<file path="src/hw/sdt_pkg.sv">
package sdt_pkg;

    // register byte addresses on the axi4-lite slave
    localparam logic [7:0] SDT_WAIT_CTRL_ADDR = 8'h00;   // area 2 / area 0 wait fields
    localparam logic [7:0] SDT_MEM_TIMING_ADDR = 8'h04;  // memory_timing_control
    localparam logic [7:0] SDT_STATUS_ADDR = 8'h08;      // live sequencer state
    localparam logic [7:0] SDT_AREA_CFG_ADDR = 8'h0c;    // area 2/3 sdram select

    // reset values
    localparam logic [15:0] SDT_WAIT_CTRL_RST = 16'h001f;
    localparam logic [15:0] SDT_MEM_TIMING_RST = 16'h0000;
    localparam logic [1:0] SDT_AREA_CFG_RST = 2'h0;

    // wait control field positions
    localparam int SDT_A2W_LSB = 3;
    localparam int SDT_A0W_LSB = 0;

    // memory_timing_control field positions
    localparam int SDT_TPC_LSB = 14;
    localparam int SDT_RCD_LSB = 12;
    localparam int SDT_TRWL_LSB = 10;
    localparam int SDT_TRAS_LSB = 8;
    localparam int SDT_BANK_MODE_BIT = 7;
    localparam int SDT_AMX_LSB = 3;
    localparam int SDT_REFRESH_ENABLE_BIT = 2;
    localparam int SDT_REFRESH_KIND_SELECT_BIT = 1;
    localparam logic [15:0] SDT_MEM_TIMING_WMASK = 16'hfffe;

    // width of each decoded cycle count in sdt_cfg_t except the 2-bit cas_lat; the hold-off timer count is 5 bits
    localparam int SDT_CW = 4;

    // decoded settings handed to the sequencer
    typedef struct packed {
        logic [3:0] tpc;        // normal precharge interval
        logic [3:0] tpc_short;  // one fewer, after refresh all_bank_precharge_cmd or bank-active pre
        logic [3:0] tpc_sref;   // after self-refresh exit
        logic [3:0] rcd;        // ras to cas delay
        logic [3:0] trwl;       // write recovery
        logic [3:0] tras;       // refresh recovery
        logic [3:0] first_wait; // area 0 first-cycle waits
        logic [3:0] burst_pitch;// area 0 states per burst item
        logic first_wait_pin;   // wait input honoured in first cycle
        logic [1:0] cas_lat;    // area 2 cas latency
        logic bank_active;
        logic [3:0] row_shift;  // address bit the row starts at
        logic refresh_on;
        logic self_refresh;
    } sdt_cfg_t;

    // sequencer command requests
    typedef struct packed {
        logic activate;      // bank-active wanted
        logic precharge_all; // all-bank precharge issued
        logic precharge_one; // single-bank precharge issued
        logic write_end;     // write cycle finished
        logic auto_ref;      // auto-refresh command issued
        logic sref_exit;     // leaving self-refresh
    } sdt_evt_t;

endpackage : sdt_pkg

</file>
<file path="src/hw/sdt_ctrl.sv">
// Decided for this implementation: the AXI4-Lite register port and the placing of the registers.
`timescale 1ns/1ps
module sdt_ctrl
    import sdt_pkg::*;
(
    input wire logic sys_clk,
    input wire logic rstn,              // power-on reset
    input wire logic manual_rst_n,      // manual reset: timing register keeps contents
    // axi4-lite slave
    input wire logic [7:0] s_axi_awaddr,
    input wire logic s_axi_awvalid,
    output logic s_axi_awready,
    input wire logic [31:0] s_axi_wdata,
    input wire logic [3:0] s_axi_wstrb,
    input wire logic s_axi_wvalid,
    output logic s_axi_wready,
    output logic [1:0] s_axi_bresp,
    output logic s_axi_bvalid,
    input wire logic s_axi_bready,
    input wire logic [7:0] s_axi_araddr,
    input wire logic s_axi_arvalid,
    output logic s_axi_arready,
    output logic [31:0] s_axi_rdata,
    output logic [1:0] s_axi_rresp,
    output logic s_axi_rvalid,
    input wire logic s_axi_rready,
    // memory side events
    input wire logic ext_wait_pin,      // external wait input, asynchronous
    input wire logic bus_cycle_active,  // external bus cycle in progress
    input wire logic refresh_req,       // periodic refresh request pulse
    input wire logic act_req,           // bank-active wanted
    input wire logic pre_one_evt,       // single-bank precharge issued
    input wire logic write_end_evt,     // write cycle ended
    input wire logic sref_exit_req,     // leave self-refresh
    input wire logic [25:0] cpu_addr,   // address to multiplex
    // outputs
    output logic act_grant,             // bank-active may go this cycle
    output logic refresh_go,            // refresh cycle issued
    output logic self_refresh_active,   // memory in self-refresh
    output logic wait_honoured,         // synchronised wait pin, gated per mode
    output logic [13:0] row_addr,       // multiplexed row address
    output sdt_cfg_t cfg                // decoded timing for the bus sequencer
);
    // reset release through two flops
    logic [1:0] rst_sync_r;
    logic rst_n;
    always_ff @(posedge sys_clk or negedge rstn) begin
        if (!rstn) begin
            rst_sync_r <= 2'h0;
        end else begin
            rst_sync_r <= {rst_sync_r[0], 1'b1};
        end
    end
    assign rst_n = rst_sync_r[1];

    // manual reset synchronised likewise; it clears only non-retained state
    logic [1:0] man_sync_r;
    logic run_n;
    always_ff @(posedge sys_clk or negedge rstn) begin
        if (!rstn) begin
            man_sync_r <= 2'h0;
        end else begin
            man_sync_r <= {man_sync_r[0], manual_rst_n};
        end
    end
    assign run_n = man_sync_r[1];

    // wait pin through two flops before use
    logic [1:0] wait_sync_r;
    always_ff @(posedge sys_clk or negedge rst_n) begin
        if (!rst_n) begin
            wait_sync_r <= 2'h0;
        end else begin
            wait_sync_r <= {wait_sync_r[0], ext_wait_pin};
        end
    end

    // registers
    logic [15:0] wait_ctrl_r;   // area wait control
    logic [15:0] mem_timing_r;  // memory_timing_control
    logic [1:0] area_cfg_r;     // bit0 area 2 sdram, bit1 area 3 sdram

    // axi write path: address and data captured independently
    logic aw_held_r;
    logic w_held_r;
    logic [7:0] aw_addr_r;
    logic [31:0] w_data_r;
    logic [3:0] w_strb_r;
    logic bvalid_r;
    logic [1:0] bresp_r;
    wire do_write = aw_held_r && w_held_r && !bvalid_r;
    wire wr_wait = (aw_addr_r == SDT_WAIT_CTRL_ADDR);
    wire wr_timing = (aw_addr_r == SDT_MEM_TIMING_ADDR);
    wire wr_area = (aw_addr_r == SDT_AREA_CFG_ADDR);
    wire wr_ok = wr_wait || wr_timing || wr_area || (aw_addr_r == SDT_STATUS_ADDR);
    wire [15:0] wmask16 = {{8{w_strb_r[1]}}, {8{w_strb_r[0]}}};

    assign s_axi_awready = !aw_held_r;
    assign s_axi_wready = !w_held_r;
    assign s_axi_bvalid = bvalid_r;
    assign s_axi_bresp = bresp_r;

    // write channel capture and response
    always_ff @(posedge sys_clk or negedge rst_n) begin
        if (!rst_n) begin
            aw_held_r <= 1'b0;
            w_held_r <= 1'b0;
            aw_addr_r <= 8'h00;
            w_data_r <= 32'h0000_0000;
            w_strb_r <= 4'h0;
            bvalid_r <= 1'b0;
            bresp_r <= 2'h0;
        end else begin
            if (s_axi_awvalid && !aw_held_r) begin
                aw_held_r <= 1'b1;
                aw_addr_r <= s_axi_awaddr;
            end
            if (s_axi_wvalid && !w_held_r) begin
                w_held_r <= 1'b1;
                w_data_r <= s_axi_wdata;
                w_strb_r <= s_axi_wstrb;
            end
            if (do_write) begin
                bvalid_r <= 1'b1;
                bresp_r <= wr_ok ? 2'h0 : 2'h2; // slverr on unmapped
            end else if (bvalid_r && s_axi_bready) begin
                bvalid_r <= 1'b0;
                aw_held_r <= 1'b0;
                w_held_r <= 1'b0;
            end
        end
    end

    // wait control and area select; these follow any reset
    always_ff @(posedge sys_clk or negedge rst_n) begin
        if (!rst_n) begin
            wait_ctrl_r <= SDT_WAIT_CTRL_RST;
            area_cfg_r <= SDT_AREA_CFG_RST;
        end else if (!run_n) begin
            wait_ctrl_r <= SDT_WAIT_CTRL_RST;
            area_cfg_r <= SDT_AREA_CFG_RST;
        end else if (do_write) begin
            if (wr_wait) begin
                wait_ctrl_r <= (wait_ctrl_r & ~wmask16) | (w_data_r[15:0] & wmask16);
            end
            if (wr_area && w_strb_r[0]) begin
                area_cfg_r <= w_data_r[1:0];
            end
        end
    end

    // timing register: power-on reset only, manual reset does not touch it
    // bit 0 is never stored
    wire [15:0] tm_mask = wmask16 & SDT_MEM_TIMING_WMASK;
    always_ff @(posedge sys_clk or negedge rst_n) begin
        if (!rst_n) begin
            mem_timing_r <= SDT_MEM_TIMING_RST;
        end else if (do_write && wr_timing) begin
            mem_timing_r <= (mem_timing_r & ~tm_mask) | (w_data_r[15:0] & tm_mask);
        end
    end

    // field decode
    wire [1:0] tpc_code = mem_timing_r[SDT_TPC_LSB +: 2];
    wire [1:0] rcd_code = mem_timing_r[SDT_RCD_LSB +: 2];
    wire [1:0] trwl_code = mem_timing_r[SDT_TRWL_LSB +: 2];
    wire [1:0] tras_code = mem_timing_r[SDT_TRAS_LSB +: 2];
    wire [3:0] amx_code = mem_timing_r[SDT_AMX_LSB +: 4];
    wire [1:0] a2w_code = wait_ctrl_r[SDT_A2W_LSB +: 2];
    wire [2:0] a0w_code = wait_ctrl_r[SDT_A0W_LSB +: 3];

    // precharge: 1..4 normal, one less after all_bank_precharge_cmd/bank-active pre, 3n+2 after self-refresh
    assign cfg.tpc = {2'h0, tpc_code} + 4'h1;
    assign cfg.tpc_short = {2'h0, tpc_code};
    assign cfg.tpc_sref = {2'h0, tpc_code} + {1'b0, tpc_code, 1'b0} + 4'h2;
    assign cfg.rcd = {2'h0, rcd_code} + 4'h1;
    // code 11 is reserved; it decodes to 4 but software must not use it
    assign cfg.trwl = {2'h0, trwl_code} + 4'h1;
    assign cfg.tras = {2'h0, tras_code} + 4'h2;
    assign cfg.bank_active = mem_timing_r[SDT_BANK_MODE_BIT];
    assign cfg.refresh_on = mem_timing_r[SDT_REFRESH_ENABLE_BIT];
    assign cfg.self_refresh = mem_timing_r[SDT_REFRESH_KIND_SELECT_BIT];

    // cas latency: 00 and 01 both give 1
    assign cfg.cas_lat = (a2w_code == 2'h0) ? 2'h1 : a2w_code;

    // area 0 wait tables
    logic [3:0] first_tab;
    logic [3:0] burst_tab;
    always_comb begin
        case (a0w_code)
            3'h0: begin first_tab = 4'h0; burst_tab = 4'h2; end
            3'h1: begin first_tab = 4'h1; burst_tab = 4'h2; end
            3'h2: begin first_tab = 4'h2; burst_tab = 4'h3; end
            3'h3: begin first_tab = 4'h3; burst_tab = 4'h4; end
            3'h4: begin first_tab = 4'h4; burst_tab = 4'h4; end
            3'h5: begin first_tab = 4'h6; burst_tab = 4'h6; end
            3'h6: begin first_tab = 4'h8; burst_tab = 4'h8; end
            default: begin first_tab = 4'ha; burst_tab = 4'ha; end
        endcase
    end
    assign cfg.first_wait = first_tab;
    assign cfg.burst_pitch = burst_tab;
    assign cfg.first_wait_pin = (a0w_code != 3'h0);

    // row start bit from the address-multiplex code
    logic [3:0] row_shift;
    always_comb begin
        case (amx_code)
            4'hd: row_shift = 4'ha;
            4'he: row_shift = 4'hb;
            4'h4: row_shift = 4'h9;
            4'h5: row_shift = 4'ha;
            4'h7: row_shift = 4'h9;
            default: row_shift = 4'h0; // initial or reserved codes
        endcase
    end
    assign cfg.row_shift = row_shift;
    // the start bit lands on address pin 1
    wire [25:0] shifted = cpu_addr >> row_shift;
    assign row_addr = {shifted[12:0], 1'b0};

    // wait pin use: first cycle honours it unless zero waits; burst always
    logic in_burst_r;
    always_ff @(posedge sys_clk or negedge rst_n) begin
        if (!rst_n) begin
            in_burst_r <= 1'b0;
        end else begin
            in_burst_r <= bus_cycle_active && (in_burst_r || write_end_evt);
        end
    end
    assign wait_honoured = wait_sync_r[1] && (in_burst_r || cfg.first_wait_pin);

    // refresh sequencing
    typedef enum logic [1:0] {SDT_IDLE, SDT_REF_PEND, SDT_SREF_PEND, SDT_SREF} sdt_ref_t;
    sdt_ref_t ref_st_r;
    sdt_ref_t ref_st_nxt;
    logic ref_go_r;
    wire ref_go_nxt = (ref_st_r == SDT_REF_PEND) && !bus_cycle_active;
    always_comb begin
        ref_st_nxt = ref_st_r;
        case (ref_st_r)
            SDT_IDLE: begin
                if (cfg.refresh_on && cfg.self_refresh) begin
                    ref_st_nxt = SDT_SREF_PEND;
                end else if (cfg.refresh_on && refresh_req) begin
                    ref_st_nxt = SDT_REF_PEND;
                end
            end
            // hold the request until the bus cycle ends
            SDT_REF_PEND: begin
                if (!bus_cycle_active) begin
                    ref_st_nxt = SDT_IDLE;
                end
            end
            // enter self-refresh only after the bus cycle ends
            SDT_SREF_PEND: begin
                if (!bus_cycle_active) begin
                    ref_st_nxt = SDT_SREF;
                end
            end
            // requests are ignored while here
            SDT_SREF: begin
                if (sref_exit_req || !cfg.self_refresh || !cfg.refresh_on) begin
                    ref_st_nxt = SDT_IDLE;
                end
            end
            default: ref_st_nxt = SDT_IDLE;
        endcase
    end
    always_ff @(posedge sys_clk or negedge rst_n) begin
        if (!rst_n) begin
            ref_st_r <= SDT_IDLE;
            ref_go_r <= 1'b0;
        end else begin
            ref_st_r <= ref_st_nxt;
            ref_go_r <= ref_go_nxt;
        end
    end
    assign refresh_go = ref_go_r;
    assign self_refresh_active = (ref_st_r == SDT_SREF);
    wire sref_leaving = (ref_st_r == SDT_SREF) && (ref_st_nxt == SDT_IDLE);

    // bank-active hold-off: the latest event reloads the timer
    logic [4:0] hold_cnt;
    logic hold_load;
    always_comb begin
        hold_load = 1'b1;
        hold_cnt = 5'h00;
        if (sref_leaving) begin
            hold_cnt = {1'b0, cfg.tpc_sref};
        end else if (ref_go_r) begin
            hold_cnt = {1'b0, cfg.tpc_short} + {1'b0, cfg.tras};
        end else if (write_end_evt) begin
            hold_cnt = {1'b0, cfg.tpc} + {1'b0, cfg.trwl};
        end else if (pre_one_evt) begin
            // bank-active single precharge is one shorter
            hold_cnt = {1'b0, cfg.bank_active ? cfg.tpc_short : cfg.tpc};
        end else begin
            hold_load = 1'b0;
        end
    end

    logic hold_busy;
    sdt_timer u_hold (
        .clk(sys_clk),
        .rst_n(rst_n),
        .load(hold_load),
        .count(hold_cnt),
        .busy(hold_busy)
    );
    assign act_grant = act_req && !hold_busy && !hold_load && (ref_st_r == SDT_IDLE);

    // axi read path
    logic rvalid_r;
    logic [31:0] rdata_r;
    logic [1:0] rresp_r;
    wire [31:0] status_word = {26'h0, ref_st_r, hold_busy, ref_go_r, 2'h0};
    logic [31:0] rd_mux;
    logic rd_ok;
    always_comb begin
        rd_ok = 1'b1;
        case (s_axi_araddr)
            SDT_WAIT_CTRL_ADDR: rd_mux = {16'h0, wait_ctrl_r};
            SDT_MEM_TIMING_ADDR: rd_mux = {16'h0, mem_timing_r};
            SDT_STATUS_ADDR: rd_mux = status_word;
            SDT_AREA_CFG_ADDR: rd_mux = {30'h0, area_cfg_r};
            default: begin rd_mux = 32'h0000_0000; rd_ok = 1'b0; end
        endcase
    end
    assign s_axi_arready = !rvalid_r;
    assign s_axi_rvalid = rvalid_r;
    assign s_axi_rdata = rdata_r;
    assign s_axi_rresp = rresp_r;
    always_ff @(posedge sys_clk or negedge rst_n) begin
        if (!rst_n) begin
            rvalid_r <= 1'b0;
            rdata_r <= 32'h0000_0000;
            rresp_r <= 2'h0;
        end else if (s_axi_arvalid && !rvalid_r) begin
            rvalid_r <= 1'b1;
            rdata_r <= rd_mux;
            rresp_r <= rd_ok ? 2'h0 : 2'h2;
        end else if (rvalid_r && s_axi_rready) begin
            rvalid_r <= 1'b0;
        end
    end
endmodule : sdt_ctrl

</file>
<file path="src/hw/sdt_timer.sv">
`timescale 1ns/1ps
// down counter that gates the next bank-active command
module sdt_timer
    import sdt_pkg::*;
(
    input wire logic clk,
    input wire logic rst_n,
    input wire logic load,
    input wire logic [4:0] count,
    output logic busy
);
    logic [4:0] cnt_r; // remaining hold-off cycles
    logic [4:0] cnt_nxt;

    // a load restarts the count; otherwise count down to zero
    assign cnt_nxt = load ? count : (cnt_r != 5'h00 ? cnt_r - 5'h01 : 5'h00);
    assign busy = (cnt_r != 5'h00);

    // counter state
    always_ff @(posedge clk or negedge rst_n) begin
        if (!rst_n) begin
            cnt_r <= 5'h00;
        end else begin
            cnt_r <= cnt_nxt;
        end
    end
endmodule : sdt_timer

</file>
<file path="config.mk">
export PLATFORM = sky130hd
export DESIGN_NAME = sdt_ctrl
export DESIGN_NICKNAME = d
export VERILOG_FILES = /design/src/hw/sdt_pkg.sv /design/src/hw/sdt_ctrl.sv /design/src/hw/sdt_timer.sv
export SDC_FILE = /design/constraint.sdc
export NUM_CORES = 1
export LEC_CHECK = 0
export ABC_AREA = 1
export BUFFER_PORTS_ARGS = -buffer_cell sky130_fd_sc_hd__buf_2
export CORE_AREA = 4 4 140 142
export CTS_BUF_LIST = sky130_fd_sc_hd__clkbuf_4 sky130_fd_sc_hd__clkbuf_8
export DETAILED_ROUTE_END_ITERATION = 16
export DIE_AREA = 0 0 144 146
export PLACE_DENSITY = 0.5
export SLEW_MARGIN = 0
export SYNTH_ARGS = -nofsm -noshare
export SYNTH_HDL_FRONTEND = slang
export SYNTH_SLANG_ARGS = --single-unit
</file>
<file path="constraint.sdc">
create_clock -name sys_clk -period 3.56 [get_ports sys_clk]
set_input_delay 0 -clock sys_clk [delete_from_list [all_inputs] [get_ports sys_clk]]
set_output_delay 0 -clock sys_clk [all_outputs]
set_load 0.03 [all_outputs]
</file>
# [Yosys cells after proc, flatten, opt, wreduce, memory -nomap -nowiden]
# Cells that the tools add are included.
[word_totals] ff_bits=115 inputBits=93 output_inout_bits=101 wordCells=153
[op_classes] add_sub_neg=9 n_eq_ne=23 shifts=1 mux=41 bitwise_logic=8 reduce_logical=51
[ops] cell="$and 16x16->16" count=4
[ops] cell="$pmux 16 s4" count=1
[ops] cell="$mux 16" count=3
[ops] cell="$eq 8x4->1 const B" count=4
[ops] cell="$not 16->16" count=2
[ops] cell="$or 16x16->16" count=2
[ops] cell="$pmux 4 s7" count=1
[ops] cell="$shr 26x4->13" count=1
[ops] cell="$mux 2" count=11
[ops] cell="$pmux 4 s5" count=1
[ops] cell="$logic_and 1x1->1" count=18
[ops] cell="$eq 8x3->1 const B" count=2
[ops] cell="$logic_not 8->1" count=2
[ops] cell="$mux 1" count=15
[ops] cell="$eq 4x3->1 const B" count=3
[ops] cell="$mux 4" count=3
[ops] cell="$pmux 4 s3" count=1
[ops] cell="$mux 5" count=2
[ops] cell="$add 2x1->3 const B" count=3
[ops] cell="$eq 3x3->1 const B" count=3
[ops] cell="$logic_not 1->1" count=9
[ops] cell="$add 2x3->4" count=2
[ops] cell="$eq 4x4->1 const B" count=2
[ops] cell="$pmux 2 s4" count=1
[ops] cell="other kinds (19)" count=37

# [Logic depth before layout (Yosys ltp)]
[logic_depth] depth_word=11 depth_mapped=10 depth_no_buf=10

# [Hierarchy]
# From an unflattened synthesis, not the netlist that was laid out.
[unflattened] hier_cells=719 area_unflattened_um2=5569.1
[modules_own_cells] module="sdt_ctrl" instances=1 cells_per_inst=686 area_per_inst_um2=5305.1 seq_area_each_um2=2283.4
[modules_own_cells] module="sdt_timer" instances=1 cells_per_inst=33 area_per_inst_um2=264.0 seq_area_each_um2=125.1

# [Worst setup path after synthesis]
# Ideal clock, no wire load.
[synth_path] kind="register to register" from="register with a tool-made name" to="register u_hold.cnt_r[2]" setup_time_ns=0.125 arrival_ns=2.374 required_ns=3.435 path_slack_ns=1.061 path_stages_with_launch=11 n_path_buf=0 period_less_slack_ns=2.499 cell_sequence="dfrtp_1 -> inv_1 -> ha_1 -> inv_1 -> fa_1 -> nand2_1 -> inv_1 -> o21ai_0 -> nand3_1 -> nand3_1 -> nand3_1"
[synth_rtl] element="to (signal assigned)" line_no="sdt_timer.sv:24" source="cnt_r <= cnt_nxt;"
[synth_rtl] element="to (decl)" line_no="sdt_timer.sv:12" source="logic [4:0] cnt_r;"

==> run_results.csv <==
group,metric,value,unit
synth,synth_enable_flop_cells,0,
detailed_routing,postRouteWirelength,15.65,mm
setup_path,crit_path_top_delay_cell,"dfrtp_1",
detailed_routing,firstDrtPassIters,4,
setup_path,r2r_cells,10,
power_and_ir_drop,share_comb_of_total_power,43.6,%
sta,period_share,65.63,%
clock_tree,tritoncts,"done",
grt,grt_max_degree,49,
clock_tree,clockRootBuffer,"clkbuf_8",
sta,finalClockSkew,0.01931,ns
synth,post_synth.cell_area_avg,7.697,µm²
power_and_ir_drop,clockPowerShare,15.8,%
worst_hold_path,worst_hold_path_type,"input port to flip-flop",
setup_path,cp_cell_sequence,"inv_1 -> nand2_2 -> nand3_2 -> clkinv_1 -> nor2_4 -> nand3_1 -> nand3_1 -> buf_2",
power_and_ir_drop,p_leak,3.650,nW
floorplan,die_x,144,µm
setup_path,r2r_end,"u_hold.cnt_r[2]",
worst_hold_path,hp-start,"s_axi_araddr[2]",
power_and_ir_drop,vdd_drop_max,0.4508,mV
power_and_ir_drop,power_density,626.9,nW/µm²
placed_design,port-buffer-count,147,
worst_hold_path,min_to,"s_axi_rdata[0]",
synth,synth_area,5434,µm²
setup_path,critPathMaxStageDelay,0.44,ns
setup_path,cp-end-kind,"output port",
floorplan,row_count,50,
cells_and_area,final_common_cell,"nand2_1",
setup_path,critical-path-top-delay-family,"simple AND/OR/NAND/NOR gates",
sta,tightestPinTransition,0.7403,ns
setup_path,path_buf_inv,3,
synth,synth_top_area_share,41.91,%
power_and_ir_drop,p_sw,1.982,mW
sta,setup_viol,0,
floorplan,die_y,146,µm
cells_and_area,layout-drive-gt1-share,22.88,%
clock_tree,hold_buffers,41,
setup_path,r2r_slack,1.32,ns
floorplan,ios,194,
setup_path,critPathKind,"flip-flop to output port",
grt,antenna_found_initial,0,
sta,slew_viol_final,0,
detailed_routing,dr_total_vias,4864,
placed_design,place_congestion,0.8219,
detailed_routing,drc,0,
synth,synth-async-reset-ratio,100.0,%
clock_tree,cts_buffers,9,
detailed_routing,drt-vias-per-instance,4.355,
power_and_ir_drop,swShare,46.52,%
cells_and_area,diodes,0,
synth,ys_seq_area_share,44.32,%
power_and_ir_drop,pwr-share-seq,40.7,%
synth,synth_cells,706,
sta,grt_setup_unrepaired,"false",
sta,fmax,428.0,MHz
sta,fin_setup_tns,0,ns
cells_and_area,nets,985,
clock_tree,numClockSinks,96,
synth,synth_top_family_by_area,"simple AND/OR/NAND/NOR gates",
clock_tree,path_clk_slew,0.09,ns
clock_tree,insertion_delay,0.38,ns
power_and_ir_drop,internal_power,2.278,mW
synth,yosys.area_share.simple,27.08,%
cells_and_area,fill_cells,1982,
cells_and_area,multiInputGateArea,2411,µm²
synth,yosysTopAreaCell,"dfrtp_1",
setup_path,critPathLaunchType,"flip-flop",
grt,grt_overflow,0,
clock_tree,cts-resized-gates,0,
cells_and_area,mostFrequentLayoutCells,"nand2_1 (178), buf_2 (147), dfrtp_1 (90), inv_1 (82), nand3_1 (76)",
synth,netlist_top_cells_area,"dfrtp_1 (42%), nand2_1 (12%), nand3_1 (7.0%)",
flow_run,drv_cap,0,
cells_and_area,regArea,2412,µm²
setup_path,path_max_fanout,12,
sta,period_needed,2.336,ns
grt,grt_pass1_wl,25.37,mm
synth,yosys_register_bits,96,
grt,grt_pass1_vias,4689,
setup_path,path_common_cell,"nand3_1",
sta,hold_viol,0,
synth,ys_warn_count,0,
setup_path,arrival,2.34,ns
synth,synth-compound-area-share,9.694,%
sta,slew_headroom,50.52,%
synth,ys_types,37,
run_status,status,"finished clean",
detailed_routing,drtIter0Drc,335,
placed_design,hpwl,11.73,mm
synth,synth_ff_type,"dfrtp_1",
setup_path,cp.depth,8,
synth,synth-xor-area-share,0.1612,%
synth,synthAdderAreaFrac,3.500,%
clock_tree,cts_setup_buffers,0,
setup_path,worstPathRequired,3.56,ns
clock_tree,cts_buffer_depth,2,
clock_tree,cts.htree.levels,3,
detailed_routing,antenna_left,0,
detailed_routing,post_drt_wl_per_cell,14.01,µm
cells_and_area,postLayoutCoreUtil,36.82,%
floorplan,start_util,29.44,%
synth,synth_mux_area_share,2.072,%
grt,grt_usage,15.07,%
floorplan,die_area,21020,µm²
cells_and_area,area_growth,25.05,%
worst_hold_path,worstHoldPathCells,5,
floorplan,core-area,18460,µm²
## area by class of cell
cell class	instances	share of cell area (%)
Multi-Input combinational cell	491	35.48
Sequential cell	96	35.50
Timing Repair Buffer	191	17.20
Inverter	89	4.916
Clock buffer	10	1.933
Tap cell	234	4.309
Clock inverter	6	0.6629
## worst max-delay path by stage
stage / slack, ns / start / end
3_5_place_dp: 1.34 / flip-flop / u_hold.cnt_r[2]
5_1_grt: 1.01 / flip-flop / row_addr[13]
3_3_place_gp: 1.36 / flip-flop / u_hold.cnt_r[2]
2_1_floorplan: 0.76 / rst_sync_r[1] / async pin
4_1_cts: 1.18 / flip-flop / row_addr[11]
6_report: 1.22 / flip-flop / row_addr[11]
## worst min-delay path, cell delays in order
cell     delay, ns
buf_2         0.13
nand4_1       0.09
nand2_1       0.06
nand2_1       0.05
nand2_1       0.04
## power groups by stage
stage	Sequential, mW	Combinational [mW]	Clock, mW
3_3_place_gp	1.75	1.82	0
3_5_place_dp	1.76	1.83	0
5_1_grt	1.79	2.08	0.755
6_report	1.73	1.86	0.671
4_1_cts	1.73	1.88	0.703
2_1_floorplan	1.65	1.43	0
## routing by layer
layer	part of all wire, %	track usage, %	wire (µm)
met1	51	22.81	8049
met2	42	21.67	6592
met3	5.9	3.845	920
met4	0.54	3.060	85
met5	0	0	0
## cells in the mapped netlist, types with 2 or more instances
master / n
a211oi_1: 4
a21oi_1: 40
a31oi_1: 2
buf_2: 8
buf_4: 36
buf_6: 3
clkbuf_1: 8
clkinv_1: 4
conb_1: 2
dfrtp_1: 91
dfstp_2: 5
fa_1: 2
ha_1: 12
inv_1: 82
inv_2: 3
mux2_2: 10
nand2_1: 178
nand2_2: 5
nand3_1: 76
nand3_2: 4
nand3b_1: 3
nand4_1: 6
nor2_1: 56
nor2_2: 5
nor3_1: 4
o21ai_0: 32
o21ai_1: 14
o31ai_1: 2
## through the flow
stage / cell area, µm² / std cells / total power [mW] / hold slack, ns / worst slack (ns)
floorplan: 5528 / 731 / 3.083 / -0.2956 / 0.7565
global placement: 6208 / 1060 / 3.567 / -0.1918 / 1.356
detailed placement: 6208 / 1060 / 3.591 / -0.1906 / 1.338
CTS: 6795 / 1117 / 4.314 / 0.003498 / 1.180
global route: 6795 / 1117 / 4.619 / 0.03361 / 1.014
finish: 6795 / 1117 / 4.260 / 0.04052 / 1.224
## cell families (layout without fill, tap and decap cells)
| kind of cell | Yosys count | after routing |
|---|---|---|
| compound gates | 99 | 99 |
| xor+xnor | 1 | 1 |
| fa+ha+maj | 14 | 14 |
| buf+inv | 144 | 296 |
| flops | 96 | 96 |
| mux | 10 | 10 |
| other cells | 2 | 27 |
| simple gates | 340 | 340 |
Power figures use the tool's default switching activity.
